<file path="src/oas_consts.svh">
// constants of the operand addressing and special sequence block
`ifndef OAS_CONSTS_SVH
`define OAS_CONSTS_SVH
`define OAS_RESET_VEC 16'hfffe
`define OAS_ZERO_PAGE 8'h00
`define OAS_INC 16'h0001
`define OAS_PUSH_LAST 3'h4
`define OAS_PUSH_COUNT 16'h0005
`define OAS_QUEUE_LAST 3'h2
`define OAS_QUEUE_BYTES 16'h0003
`define OAS_IMASK_BIT 3
`endif

</file>
<file path="src/oas_pkg.sv">
// types of the operand addressing and special sequence block
package oas_pkg;
    typedef enum logic [3:0] {
        S_RST_HOLD, S_IDLE, S_FETCH, S_CALC, S_OPER, S_PUSH, S_VEC_HI,
        S_VEC_LO, S_FREE, S_QUEUE, S_WAIT, S_STOP, S_BGND
    } oas_state_t;
    typedef enum logic [3:0] {
        BRANCH_OFFSET_MODE, INLINE_OPERAND_MODE, ZERO_PAGE_MODE, FULL_ADDRESS_MODE,
        INDEX_PLAIN_MODE, INDEX_POST_INCREMENT_MODE, INDEX_SHORT_OFFSET_MODE,
        INDEX_SHORT_OFFSET_INCREMENT_MODE, INDEX_LONG_OFFSET_MODE,
        STACK_SHORT_OFFSET_MODE, STACK_LONG_OFFSET_MODE
    } oas_mode_t;
    typedef enum logic [2:0] {
        K_ADDR, K_TRAP, K_WAIT, K_STOP, K_CLRMASK
    } oas_kind_t;
    typedef struct packed {
        logic valid;
        oas_kind_t kind;
        oas_mode_t mode;
    } oas_op_t;
    typedef struct packed {
        logic [15:0] pc;
        logic [15:0] hx;
        logic [15:0] sp;
        logic [7:0] a;
        logic [7:0] condition_code_register;
    } oas_regs_t;
    typedef struct packed {
        logic rd;
        logic wr;
        logic [15:0] addr;
        logic [7:0] wdata;
    } oas_bus_t;
    typedef struct packed {
        logic done;
        oas_mode_t mode;
        logic [15:0] ea;
        logic [15:0] data;
        logic [15:0] pc_next;
        logic hx_load;
        logic [15:0] hx_next;
    } oas_result_t;
    typedef struct packed {
        logic set_imask;
        logic clr_imask;
        logic sp_load;
        logic [15:0] sp_next;
        logic pc_load;
        logic [15:0] pc_next;
        logic q_valid;
        logic [7:0] q_data;
    } oas_ctl_t;
    typedef struct packed {
        logic cpu_clk_en;
        logic osc_en;
        logic min_clk_en;
        logic background;
    } oas_pwr_t;
    typedef struct packed {
        oas_state_t st;
        logic [2:0] cnt;
        oas_mode_t mode;
        logic blk;
        logic pin_s1;
        logic pin_s2;
        oas_regs_t regs;
        logic [15:0] vec;
        logic [7:0] hi;
        logic [7:0] lo;
        oas_bus_t bus;
        oas_result_t res;
        oas_ctl_t ctl;
        oas_pwr_t pwr;
    } oas_core_t;
endpackage

</file>
<file path="src/oas_top.sv">
// operand address generation and reset, interrupt, wait and stop sequencing
// How it works
// - taken branch: sign-extended offset byte added to program counter plus one gives destination
// - inline 16-bit operand: high byte first after opcode, low byte next
// - zero-page address: implied 0x00 above the instruction's address byte
// - full-address mode: 16-bit address from next two bytes, high first
// - plain indexed: index pair is the operand address
// - post-increment indexed: address by index pair, then pair plus one
// - short-offset indexed: index pair plus unsigned byte offset
// - short-offset post-increment: pair plus byte offset, then pair plus one
// - long-offset indexed: index pair plus 16-bit offset
// - stack short offset: stack pointer plus unsigned byte offset
// - stack long offset: stack pointer plus 16-bit offset
// - i_rst_n aborts activity at once, no instruction boundary wait; i_reset_pin_n only holds the reset state
// - after reset release: six cycles, vector from 0xfffe/0xffff, fill queue
// - interrupt taken at boundary; vector latched when entry begins
// - entry pushes pc low, pc high, index low, accumulator, condition codes
// - then set mask, vector high, vector low, free cycle, three queue fetches
// - upper index byte never stacked; service code saves it itself
// - software trap runs entry whatever the interrupt mask says
// - wait clears mask, stops cpu clocks; interrupt or reset resumes
// - halt-to-debug during wait resumes clocks into background mode
// - debug enable keeps oscillator in stop; halt-to-debug enters background
// - optional minimal clock set kept running in stop for periodic wake
// - mask bit set: maskable interrupts ignored until cleared; in wait or stop any request is taken
// - no interrupt at boundary right after a mask-clearing instruction
`timescale 1ns/100ps
`include "oas_consts.svh"
module oas_top (
    input wire logic i_clock,
    input wire logic i_rst_n,
    input wire logic i_reset_pin_n,
    input wire logic i_reset_busy,
    input wire oas_pkg::oas_op_t i_op,
    input wire oas_pkg::oas_regs_t i_regs,
    input wire logic [7:0] i_rdata,
    input wire logic i_irq,
    input wire logic [15:0] i_irq_vec,
    input wire logic [15:0] i_trap_vec,
    input wire logic i_debug_halt,
    input wire logic i_debug_go,
    input wire logic i_debug_enable,
    input wire logic i_keep_min_clocks,
    output logic o_ready,
    output oas_pkg::oas_bus_t o_bus,
    output oas_pkg::oas_result_t o_result,
    output oas_pkg::oas_ctl_t o_ctl,
    output oas_pkg::oas_pwr_t o_pwr
);
    oas_pkg::oas_core_t s;
    oas_pkg::oas_core_t next_s;
    logic irq_take;
    logic [2:0] nb;
    function automatic logic [2:0] nbytes(input oas_pkg::oas_mode_t m);
        case (m)
            oas_pkg::INDEX_PLAIN_MODE, oas_pkg::INDEX_POST_INCREMENT_MODE: nbytes = 3'h0;
            oas_pkg::INLINE_OPERAND_MODE, oas_pkg::FULL_ADDRESS_MODE,
            oas_pkg::INDEX_LONG_OFFSET_MODE, oas_pkg::STACK_LONG_OFFSET_MODE: nbytes = 3'h2;
            default: nbytes = 3'h1;
        endcase
    endfunction
    // all sums are 16 bits wide, so they wrap with no carry kept
    function automatic logic [15:0] ea_of(input oas_pkg::oas_core_t c);
        case (c.mode)
            oas_pkg::BRANCH_OFFSET_MODE: ea_of = c.regs.pc + `OAS_INC + {{8{c.lo[7]}}, c.lo};
            oas_pkg::ZERO_PAGE_MODE: ea_of = {`OAS_ZERO_PAGE, c.lo};
            oas_pkg::FULL_ADDRESS_MODE: ea_of = {c.hi, c.lo};
            oas_pkg::INDEX_PLAIN_MODE, oas_pkg::INDEX_POST_INCREMENT_MODE: ea_of = c.regs.hx;
            oas_pkg::INDEX_SHORT_OFFSET_MODE,
            oas_pkg::INDEX_SHORT_OFFSET_INCREMENT_MODE: ea_of = c.regs.hx + {8'h00, c.lo};
            oas_pkg::INDEX_LONG_OFFSET_MODE: ea_of = c.regs.hx + {c.hi, c.lo};
            oas_pkg::STACK_SHORT_OFFSET_MODE: ea_of = c.regs.sp + {8'h00, c.lo};
            oas_pkg::STACK_LONG_OFFSET_MODE: ea_of = c.regs.sp + {c.hi, c.lo};
            default: ea_of = c.regs.pc;
        endcase
    endfunction
    // the upper index byte is deliberately absent from the frame
    function automatic logic [7:0] push_byte(input oas_pkg::oas_regs_t r, input logic [2:0] i);
        case (i)
            3'h0: push_byte = r.pc[7:0];
            3'h1: push_byte = r.pc[15:8];
            3'h2: push_byte = r.hx[7:0];
            3'h3: push_byte = r.a;
            default: push_byte = r.condition_code_register;
        endcase
    endfunction
    assign nb = nbytes(s.mode);
    // the block flag holds off one boundary after a mask clear
    assign irq_take = i_irq && !i_regs.condition_code_register[`OAS_IMASK_BIT] && !s.blk;
    assign o_ready = (s.st == oas_pkg::S_IDLE) && !irq_take;
    assign o_bus = s.bus;
    assign o_result = s.res;
    assign o_ctl = s.ctl;
    assign o_pwr = s.pwr;
    always_comb begin
        next_s = s;
        next_s.res.done = 1'b0;
        next_s.res.hx_load = 1'b0;
        next_s.ctl.set_imask = 1'b0;
        next_s.ctl.clr_imask = 1'b0;
        next_s.ctl.sp_load = 1'b0;
        next_s.ctl.pc_load = 1'b0;
        next_s.ctl.q_valid = 1'b0;
        next_s.pin_s1 = i_reset_pin_n;
        next_s.pin_s2 = s.pin_s1;
        case (s.st)
            oas_pkg::S_RST_HOLD: begin
                if (!i_reset_busy && s.pin_s2) begin
                    next_s.st = oas_pkg::S_VEC_HI;
                    next_s.vec = `OAS_RESET_VEC;
                end
            end
            oas_pkg::S_IDLE: begin
                if (irq_take) begin
                    next_s.st = oas_pkg::S_PUSH;
                    next_s.cnt = 3'h0;
                    next_s.vec = i_irq_vec;
                    next_s.regs = i_regs;
                end else if (i_op.valid) begin
                    next_s.blk = 1'b0;
                    next_s.mode = i_op.mode;
                    next_s.regs = i_regs;
                    next_s.cnt = 3'h0;
                    case (i_op.kind)
                        oas_pkg::K_ADDR: begin
                            if (nbytes(i_op.mode) == 3'h0) begin
                                next_s.st = oas_pkg::S_CALC;
                            end else begin
                                next_s.st = oas_pkg::S_FETCH;
                            end
                        end
                        oas_pkg::K_TRAP: begin
                            next_s.st = oas_pkg::S_PUSH;
                            next_s.vec = i_trap_vec;
                        end
                        oas_pkg::K_WAIT: begin
                            next_s.st = oas_pkg::S_WAIT;
                            next_s.ctl.clr_imask = 1'b1;
                        end
                        oas_pkg::K_STOP: next_s.st = oas_pkg::S_STOP;
                        oas_pkg::K_CLRMASK: begin
                            next_s.ctl.clr_imask = 1'b1;
                            next_s.blk = 1'b1;
                        end
                        default: ;
                    endcase
                end
            end
            oas_pkg::S_FETCH: begin
                if (nb == 3'h2 && s.cnt == 3'h0) begin
                    next_s.hi = i_rdata;
                end else begin
                    next_s.lo = i_rdata;
                end
                next_s.cnt = s.cnt + 3'h1;
                if (s.cnt + 3'h1 == nb) begin
                    next_s.st = oas_pkg::S_CALC;
                end
            end
            oas_pkg::S_CALC: begin
                next_s.res.mode = s.mode;
                next_s.res.ea = ea_of(s);
                next_s.res.data = {s.hi, s.lo};
                next_s.res.pc_next = s.regs.pc + {13'h0000, nb};
                if (s.mode == oas_pkg::BRANCH_OFFSET_MODE || s.mode == oas_pkg::INLINE_OPERAND_MODE) begin
                    next_s.res.done = 1'b1;
                    next_s.st = oas_pkg::S_IDLE;
                end else begin
                    next_s.st = oas_pkg::S_OPER;
                end
            end
            oas_pkg::S_OPER: begin
                next_s.res.data = {8'h00, i_rdata};
                next_s.res.done = 1'b1;
                next_s.st = oas_pkg::S_IDLE;
                if (s.mode == oas_pkg::INDEX_POST_INCREMENT_MODE ||
                    s.mode == oas_pkg::INDEX_SHORT_OFFSET_INCREMENT_MODE) begin
                    next_s.res.hx_load = 1'b1;
                    next_s.res.hx_next = s.regs.hx + `OAS_INC;
                end
            end
            oas_pkg::S_PUSH: begin
                next_s.cnt = s.cnt + 3'h1;
                if (s.cnt == `OAS_PUSH_LAST) begin
                    next_s.st = oas_pkg::S_VEC_HI;
                    next_s.ctl.sp_load = 1'b1;
                    next_s.ctl.sp_next = s.regs.sp - `OAS_PUSH_COUNT;
                    next_s.ctl.set_imask = 1'b1;
                end
            end
            oas_pkg::S_VEC_HI: begin
                next_s.hi = i_rdata;
                next_s.st = oas_pkg::S_VEC_LO;
            end
            oas_pkg::S_VEC_LO: begin
                next_s.lo = i_rdata;
                next_s.st = oas_pkg::S_FREE;
            end
            oas_pkg::S_FREE: begin
                next_s.st = oas_pkg::S_QUEUE;
                next_s.cnt = 3'h0;
            end
            oas_pkg::S_QUEUE: begin
                next_s.ctl.q_valid = 1'b1;
                next_s.ctl.q_data = i_rdata;
                next_s.cnt = s.cnt + 3'h1;
                if (s.cnt == `OAS_QUEUE_LAST) begin
                    next_s.st = oas_pkg::S_IDLE;
                    next_s.ctl.pc_load = 1'b1;
                    next_s.ctl.pc_next = {s.hi, s.lo} + `OAS_QUEUE_BYTES;
                end
            end
            oas_pkg::S_WAIT: begin
                if (i_debug_halt) begin
                    next_s.st = oas_pkg::S_BGND;
                end else if (i_irq) begin
                    next_s.st = oas_pkg::S_PUSH;
                    next_s.cnt = 3'h0;
                    next_s.vec = i_irq_vec;
                    next_s.regs = i_regs;
                end
            end
            oas_pkg::S_STOP: begin
                if (i_debug_halt && i_debug_enable) begin
                    next_s.st = oas_pkg::S_BGND;
                end else if (i_irq) begin
                    next_s.st = oas_pkg::S_PUSH;
                    next_s.cnt = 3'h0;
                    next_s.vec = i_irq_vec;
                    next_s.regs = i_regs;
                end
            end
            oas_pkg::S_BGND: begin
                if (i_debug_go) begin
                    next_s.st = oas_pkg::S_IDLE;
                end
            end
            default: next_s.st = oas_pkg::S_RST_HOLD;
        endcase
        // bus and power follow the next state so both come from flops
        next_s.bus = '0;
        case (next_s.st)
            oas_pkg::S_FETCH: begin
                next_s.bus.rd = 1'b1;
                next_s.bus.addr = next_s.regs.pc + {13'h0000, next_s.cnt};
            end
            oas_pkg::S_OPER: begin
                next_s.bus.rd = 1'b1;
                next_s.bus.addr = next_s.res.ea;
            end
            oas_pkg::S_PUSH: begin
                next_s.bus.wr = 1'b1;
                next_s.bus.addr = next_s.regs.sp - {13'h0000, next_s.cnt};
                next_s.bus.wdata = push_byte(next_s.regs, next_s.cnt);
            end
            oas_pkg::S_VEC_HI: begin
                next_s.bus.rd = 1'b1;
                next_s.bus.addr = next_s.vec;
            end
            oas_pkg::S_VEC_LO: begin
                next_s.bus.rd = 1'b1;
                next_s.bus.addr = next_s.vec + `OAS_INC;
            end
            oas_pkg::S_QUEUE: begin
                next_s.bus.rd = 1'b1;
                next_s.bus.addr = {next_s.hi, next_s.lo} + {13'h0000, next_s.cnt};
            end
            default: ;
        endcase
        next_s.pwr.cpu_clk_en = !(next_s.st == oas_pkg::S_WAIT || next_s.st == oas_pkg::S_STOP);
        next_s.pwr.osc_en = (next_s.st != oas_pkg::S_STOP) || i_debug_enable;
        next_s.pwr.min_clk_en = (next_s.st != oas_pkg::S_STOP) || i_keep_min_clocks;
        next_s.pwr.background = (next_s.st == oas_pkg::S_BGND);
    end
    // reset wins over everything with no boundary wait
    always_ff @(posedge i_clock or negedge i_rst_n) begin
        if (!i_rst_n) begin
            s <= '0;
            s.pwr.osc_en <= 1'b1;
        end else begin
            s <= next_s;
        end
    end
    property p_zero_page;
        @(posedge i_clock) disable iff (!i_rst_n)
        s.res.done && s.res.mode == oas_pkg::ZERO_PAGE_MODE |-> s.res.ea[15:8] == `OAS_ZERO_PAGE;
    endproperty
    a_zero_page: assert property (p_zero_page) else $error("zero page address high byte not zero");
    property p_inc;
        @(posedge i_clock) disable iff (!i_rst_n)
        s.res.hx_load |-> s.res.ea == $past(s.regs.hx) + ((s.res.mode == oas_pkg::INDEX_POST_INCREMENT_MODE)
            ? 16'h0000 : {8'h00, s.lo}) && s.res.hx_next == $past(s.regs.hx) + `OAS_INC;
    endproperty
    a_inc: assert property (p_inc) else $error("post increment address or step wrong");
    property p_reset_seq;
        @(posedge i_clock) disable iff (!i_rst_n)
        $past(s.st) == oas_pkg::S_RST_HOLD && s.st == oas_pkg::S_VEC_HI |-> s.bus.addr == `OAS_RESET_VEC
            ##1 s.bus.addr == `OAS_RESET_VEC + `OAS_INC ##5 s.ctl.pc_load;
    endproperty
    a_reset_seq: assert property (p_reset_seq) else $error("reset vector sequence wrong");
    property p_push_order;
        @(posedge i_clock) disable iff (!i_rst_n)
        $rose(s.st == oas_pkg::S_PUSH) |-> s.bus.wdata == s.regs.pc[7:0] ##1 s.bus.wdata == s.regs.pc[15:8]
            ##1 s.bus.wdata == s.regs.hx[7:0] ##1 s.bus.wdata == s.regs.a ##1 s.bus.wdata == s.regs.condition_code_register;
    endproperty
    a_push_order: assert property (p_push_order) else $error("stack frame order wrong");
    property p_entry_tail;
        @(posedge i_clock) disable iff (!i_rst_n)
        s.ctl.set_imask |-> s.st == oas_pkg::S_VEC_HI ##1 s.st == oas_pkg::S_VEC_LO
            ##1 !s.bus.rd && !s.bus.wr ##1 s.bus.rd [*3] ##1 s.ctl.pc_load;
    endproperty
    a_entry_tail: assert property (p_entry_tail) else $error("entry tail sequence wrong");
    property p_masked;
        @(posedge i_clock) disable iff (!i_rst_n)
        s.st == oas_pkg::S_IDLE && (i_regs.condition_code_register[`OAS_IMASK_BIT] || s.blk)
            && !(i_op.valid && i_op.kind == oas_pkg::K_TRAP) |=> s.st != oas_pkg::S_PUSH;
    endproperty
    a_masked: assert property (p_masked) else $error("masked interrupt taken");
    property p_wait;
        @(posedge i_clock) disable iff (!i_rst_n)
        s.st == oas_pkg::S_IDLE && !irq_take && i_op.valid && i_op.kind == oas_pkg::K_WAIT
            |=> s.ctl.clr_imask && !s.pwr.cpu_clk_en;
    endproperty
    a_wait: assert property (p_wait) else $error("wait did not clear mask and stop clocks");
    property p_stop_osc;
        @(posedge i_clock) disable iff (!i_rst_n)
        s.st == oas_pkg::S_STOP && !s.pwr.osc_en |=> s.st != oas_pkg::S_BGND;
    endproperty
    a_stop_osc: assert property (p_stop_osc) else $error("background entered from stop without debug");
    property p_branch;
        @(posedge i_clock) disable iff (!i_rst_n)
        s.res.done && s.res.mode == oas_pkg::BRANCH_OFFSET_MODE |-> s.res.ea == s.res.pc_next + {{8{s.lo[7]}}, s.lo};
    endproperty
    a_branch: assert property (p_branch) else $error("branch destination wrong");
    c_reset: cover property (@(posedge i_clock) disable iff (!i_rst_n) s.st == oas_pkg::S_RST_HOLD ##1 s.st == oas_pkg::S_VEC_HI);
    c_entry: cover property (@(posedge i_clock) disable iff (!i_rst_n) s.ctl.set_imask);
    c_wake: cover property (@(posedge i_clock) disable iff (!i_rst_n) s.st == oas_pkg::S_WAIT ##1 s.st == oas_pkg::S_PUSH);
    c_bgnd: cover property (@(posedge i_clock) disable iff (!i_rst_n) s.st == oas_pkg::S_STOP ##1 s.st == oas_pkg::S_BGND);
endmodule
</file>
<file path="config.mk">
export PLATFORM = sky130hd
export DESIGN_NAME = oas_top
export DESIGN_NICKNAME = d
export VERILOG_FILES = /design/src/oas_pkg.sv /design/src/oas_top.sv
export VERILOG_INCLUDE_DIRS = /design/src /design/src/src
export SDC_FILE = /design/constraint.sdc
export NUM_CORES = 1
export LEC_CHECK = 0
export BUFFER_PORTS_ARGS = -buffer_cell sky130_fd_sc_hd__buf_2
export CORE_MARGIN = 3
export CORE_UTILIZATION = 30
export CTS_CLUSTER_DIAMETER = 80
export CTS_CLUSTER_SIZE = 12
export DETAILED_ROUTE_END_ITERATION = 16
export HOLD_SLACK_MARGIN = 0.02
export REMOVE_ABC_BUFFERS = 1
export SYNTH_ARGS = -nofsm -noshare
export SYNTH_HDL_FRONTEND = slang
export SYNTH_SLANG_ARGS = --single-unit
</file>
<file path="constraint.sdc">
create_clock -name i_clock -period 4 [get_ports i_clock]
set_clock_uncertainty 0.05 [all_clocks]
set_input_delay 0.2 -clock i_clock [delete_from_list [all_inputs] [get_ports i_clock]]
set_output_delay 0.2 -clock i_clock [all_outputs]
set_load 0.02 [all_outputs]
</file>
# Word level (Yosys, flattened, before mapping)
# Cells that the tools add are included.
[totals]
elab_cells = 202
ff_bits = 255
out_inout_bits = 146
in_bits = 121
[op_classes]
n_reduce_logical = 37
mux = 59
n_bitwise = 1
addsub = 15
eq_ne = 52
[ops]
columns = ["operator", "count"]
rows = [
  ["80-bit two-way mux", 5],
  ["64-bit case mux with 3 select lines", 1],
  ["16-bit case mux with 8 select lines", 1],
  ["16-bit case mux with 6 select lines", 1],
  ["17-bit two-way mux", 5],
  ["16-bit case mux with 4 select lines", 1],
  ["4-bit by 3-bit equality test with 1-bit output, second input constant", 14],
  ["4-bit equality test, second input constant", 14],
  ["4-bit case mux with 13 select lines", 1],
  ["16-bit by 1-bit adder with 16-bit output, second input constant", 3],
  ["16-bit adder", 3],
  ["16-bit by 3-bit adder with 16-bit output", 3],
  ["16-bit two-way mux", 3],
  ["16-bit by 8-bit adder with 16-bit output", 2],
  ["16-bit case mux with 2 select lines", 1],
  ["8-bit case mux with 2 select lines", 2],
  ["8-bit case mux with 4 select lines", 1],
  ["4-bit two-way mux", 7],
  ["26-bit two-way mux", 1],
  ["4-bit by 2-bit equality test with 1-bit output, second input constant", 6],
  ["8-bit two-way mux", 3],
  ["3-bit two-way mux", 7],
  ["3-bit by 2-bit equality test with 1-bit output, second input constant", 6],
  ["16-bit by 2-bit adder with 16-bit output, second input constant", 1],
  ["other kinds (32)", 72],
]

# Logic depth before layout (Yosys ltp)
[depth]
word_depth = 16
depth_mapped = 22
ltp_nobuf = 18

# Worst setup path after synthesis
# No wires, ideal clock.
[synth_timing]
kind = "register -> register"
from = "register s[253] in the netlist's numbering"
to = "register s, in the netlist o_bus[17]"
arrival_time_ns = 4.117
required_ns = 3.821
period_less_slack_ns = 4.295
setup_time_ns = 0.129
setup_slack_ns = -0.295
n_path_buf = 6
path_stages_with_launch = 21
path_cell_list = "dfrtp_1 > buf_2 > nand3b_2 > a211o_1 > buf_4 > nand2_2 > buf_4 > buf_4 > clkbuf_1 > buf_2 > nand2_1 > o21ai_0 > ha_1 > nor2b_1 > o21ai_0 > nand2b_1 > o21bai_1 > or3_1 > xor2_1 > o21ai_0 > a2111o_1"
[synth_lines]
columns = ["item", "line_no", "rtl"]
rows = [
  ["start: declaration", "oas_top.sv:50", "oas_pkg::oas_core_t s;"],
  ["start signal: assignment", "oas_top.sv:281", "s <= next_s;"],
]

==> Implementation_results.wiki <==
{| class="wikitable"
! Metric !! Value
|-
| Run status || finished clean
|-
| Total via count after detailed routing || 16580
|-
| Source-to-sink clock delay at the later pin of the worst-skew pair || 0.58 ns
|-
| Setup Viol. Count Final || 0
|-
| Remaining routing DRC violations || 0
|-
| Unique masters post-synth || 100
|-
| Dominant register cell in the synthesized netlist || sky130_fd_sc_hd__dfrtp_1
|-
| Number of fill cells || 5985
|-
| Post-synth EDFFs || 0
|-
| Area share of and/or/nand/nor cells after synthesis || 0.2002
|-
| Synthesized area per cell || 8.663 sq um
|-
| Clock group share of total power || 0.111
|-
| Cell area after technology mapping || 17650 sq um
|-
| Worst min-delay path class || in -> reg
|-
| Core area || 57920 sq um
|-
| Number of cells in the design after placement || 3014
|-
| Share of synthesized area spent on multiplexers || 0.06215
|-
| Pin count of the biggest net entering global routing || 84
|-
| Total Die Area || 61790 sq um
|-
| Count of routing violations after the opening detailed-route iteration || 1294
|-
| Count of boundary I/O pins || 267
|-
| Worst Setup Path Type || reg -> reg
|-
| Achievable Freq || 0.2551 GHz
|-
| Maximum level of the CTS H-tree || 1
|-
| Total of warnings raised by yosys || 0
|-
| Main combinational cell family by area after synthesis || simple AND/OR/NAND/NOR gates
|-
| Mean routed wirelength per cell || 22.70 um
|-
| Total half-perimeter wirelength after legalization and detailed placement || 57000 um
|-
| R2R Path End || o_bus[17]
|-
| Non-filler instance count after layout || 3170
|-
| MaxCap Viol Count || 0
|-
| CP bufs+invs || 2
|-
| Total Neg Setup Slack || 0 ns
|-
| Global-route wire length before repair || 107100 um
|-
| Hold depth || 4
|-
| Buffer depth of the longest clock path || 3
|-
| Clock Sinks || 254
|-
| Internal Dissipation || 0.01048 W
|-
| Antenna violations before repair || 4
|-
| Proportion of layout cells with a drive suffix above 1 || 0.2666
|-
| Peak ir drop on the vdd network || 0.3291 mV
|-
| Iteration count of the initial detailed-routing pass || 6
|-
| CP startpoint kind || flop
|-
| Initial cell density of the core || 0.3048
|-
| Leakage dissipation || 10.37 nW
|-
| Arithmetic-cell share of the synthesized area counting full adders, half adders and majority gates || 0.04437
|-
| Final critical-path required period || 3.919 ns
|-
| Final instance area || 22040 sq um
|-
| CTS clk-pin slew, worst paths || 0.07 ns
|-
| Switching fraction of total power || 0.5031
|-
| Total grt overflow || 0
|-
| Register share of total power || 0.228
|-
| Number of buffer cells added on primary ports || 266
|-
| Clock tree from TritonCTS || yes
|-
| Total of flip-flops plus latches after synthesis || 254
|-
| Fraction of power consumed by combinational cells || 0.661
|-
| Routed vias/inst || 5.230
|-
| Crit-path slowest cell || sky130_fd_sc_hd__or4_1
|-
| Worst R2R Start || s[244]
|-
| Total count of hold-check failures in the final report || 0
|-
| Die extent in y || 248.6 um
|-
| Via count of the first global-routing pass || 16580
|-
| Start point of the worst hold path || i_trap_vec[1]
|-
| Synth-to-layout area growth || 24.84%
|-
| Required time of the critical path || 4.40 ns
|-
| Xor/xnor share of the synthesized area || 0.06697
|-
| Fraction of registers with async set/reset || 1.000
|-
| Stage delay of the slowest cell on the critical path || 0.54 ns
|-
| Synthesized instance count || 2038
|-
| Max transition margin || 0.3194
|-
| Fraction of the cycle the final worst path needs || 0.9799
|-
| Worst-path maximum fanout || 5
|-
| Critical Path End Type || flop
|-
| Total power after layout || 0.02108 W
|-
| Routed wire length || 71970 um
|-
| R2r setup slk || 0.08 ns
|-
| Net Sw Power || 0.01060 W
|-
| Post-synthesis cell type with the largest combined area || sky130_fd_sc_hd__dfrtp_1
|-
| Crit path cell chain || buf_4 -> xnor2_4 -> or4_1 -> nand2_2 -> mux2_2 -> mux2_2 -> ha_1 -> nand3_4 -> nand2_4 -> nand4_1 -> buf_4 -> a32o_2 -> a2111o_1
|-
| Die width || 248.6 um
|-
| Synth top cells by count || 354 x sky130_fd_sc_hd__nand2_1, 253 x sky130_fd_sc_hd__dfrtp_1, 151 x sky130_fd_sc_hd__buf_4
|-
| Number of nets with antenna violations after routing || 0
|-
| Pwr per Cell Area || 956.4 nW/um^2
|-
| Number of buffers created by CTS || 27
|-
| Final max-slew violation count || 0
|-
| Delay-heaviest family, CP || simple AND/OR/NAND/NOR gates
|-
| Count leader, synth || sky130_fd_sc_hd__nand2_1
|-
| Tightest Pin Transition || 1.013 ns
|-
| Ranking of synthesized cells by area || sky130_fd_sc_hd__dfrtp_1 36%, sky130_fd_sc_hd__nand2_1 7.5%, sky130_fd_sc_hd__buf_4 6.4%, sky130_fd_sc_hd__xnor2_1 3.9%, sky130_fd_sc_hd__ha_1 3.8%
|-
| Area share of the largest cell type after synthesis || 0.3586
|-
| Hold EP || s[162]
|-
| Clock root buffer master || sky130_fd_sc_hd__clkbuf_16
|-
| Area fraction in compound gates after synthesis || 0.1624
|-
| Final net count || 2569
|-
| GP Congestion || 1.064
|-
| Overall global routing resource usage || 0.2245
|-
| Standard-cell row count || 88
|-
| Instance area after placement || 19910 sq um
|-
| Worst r2r path cells || 13
|-
| Sequential share of the synthesized area || 0.3601
|-
| Final worst hold slack || 0.04571 ns
|-
| Signal arrival time at the worst endpoint || 4.32 ns
|}
## worst max path at each step
stage	start	to	cells past startpoint
2_1_floorplan	s[254]	o_bus[17]	13
3_3_place_gp	s[245]	o_bus[14]	17
3_5_place_dp	s[244]	o_bus[21]	17
4_1_cts	s[246]	o_bus[20]	15
5_1_grt	s[251]	o_bus[18]	17
6_report	s[244]	o_bus[17]	13
## metrics by stage
stage          setup WS (ns)    util
3_5_place_dp         -0.1223  0.3438
5_1_grt             -0.02667  0.3805
6_report             0.08059  0.3806
3_3_place_gp        -0.05654  0.3438
2_1_floorplan        -0.8473       -
4_1_cts              0.03454  0.3752
## power by group through the flow
stage	Combinational, W	Sequential, W	Clock, W
floorplan	0.00698	0.00518	0
global placement	0.0131	0.00478	0
detailed placement	0.0131	0.00480	0
CTS	0.0134	0.00476	0.00241
global route	0.0150	0.00489	0.00251
finish	0.0139	0.00480	0.00235
## worst min-delay path, stage by stage
cell and delay (ns):
sky130_fd_sc_hd__buf_2 0.07, sky130_fd_sc_hd__a21o_1 0.10, sky130_fd_sc_hd__a221o_2 0.12, sky130_fd_sc_hd__buf_4 0.13
## placed cells by master (no fill, tap or decap), types with 9 or more instances in the layout
cell type,instances
sky130_fd_sc_hd__nor2_1,110
sky130_fd_sc_hd__a211oi_1,13
sky130_fd_sc_hd__a221o_1,9
sky130_fd_sc_hd__inv_1,69
sky130_fd_sc_hd__and2_1,9
sky130_fd_sc_hd__o22ai_1,14
sky130_fd_sc_hd__nand3_1,54
sky130_fd_sc_hd__nand3b_1,9
sky130_fd_sc_hd__xor2_1,54
sky130_fd_sc_hd__clkbuf_16,27
sky130_fd_sc_hd__and3_1,10
sky130_fd_sc_hd__clkbuf_1,9
sky130_fd_sc_hd__o21ai_0,110
sky130_fd_sc_hd__mux2_2,42
sky130_fd_sc_hd__dfrtp_1,246
sky130_fd_sc_hd__o211ai_1,17
sky130_fd_sc_hd__ha_1,48
sky130_fd_sc_hd__a21o_1,35
sky130_fd_sc_hd__dlygate4sd3_1,103
sky130_fd_sc_hd__o221ai_1,11
sky130_fd_sc_hd__mux2i_1,58
sky130_fd_sc_hd__nand2_1,352
sky130_fd_sc_hd__nand4_1,15
sky130_fd_sc_hd__nor3_1,35
sky130_fd_sc_hd__nand2b_1,28
sky130_fd_sc_hd__buf_2,265
sky130_fd_sc_hd__nor2b_1,14
sky130_fd_sc_hd__or3_1,20
sky130_fd_sc_hd__a21oi_1,96
sky130_fd_sc_hd__a22oi_1,10
sky130_fd_sc_hd__xnor2_1,77
sky130_fd_sc_hd__or2_2,9
sky130_fd_sc_hd__buf_4,198
sky130_fd_sc_hd__a31oi_1,11
## cell type report
cell class	instances	area, sq um	area share
Clock inverter	5	47.55	0.002157
Multi-Input combinational cell	1461	9731	0.4415
Clock buffer	36	709.4	0.03219
Inverter	72	270.3	0.01226
Sequential cell	254	6366	0.2888
Tap cell	765	957.2	0.04343
Timing Repair Buffer	573	3949	0.1792
Antenna cell	4	10.01	0.0004542
## layer usage
metal,up-vias,GRT usage,wire length [um]
met1,8145,0.2893,30040
met5,-,0,20
met2,639,0.3765,34180
met4,2,0.08538,2990
met3,127,0.03797,4744
li1,7666,-,-
## cells by family (layout without fill, tap and decap cells)
kind of cell	Yosys count	in the layout
buffers and inverters	323	686
XOR/XNOR	135	135
AO/OA/AOI/OAI	431	431
multiplexers	103	103
flip-flops	254	254
other	0	4
AND/OR/NAND/NOR	733	733
adder cells (fa/ha/maj)	59	59
## sequential cells by signal, summed over array words and instances, names as in the netlist
| register | flops |
|---|---|
| o_result | 70 |
| s | 109 |
| o_bus | 26 |
| next_s | 1 |
| o_ctl | 44 |
| o_pwr | 4 |
## timing repair
action                                  in CTS  in global routing
resized for setup                            7                 52
setup buffers                                0                  8
endpoints found under the hold margin      195                  0
hold buffers                               103                  0
pin swaps                                    1                 14
endpoints found under the setup margin       4                 13
Power figures use the tool's default switching activity.
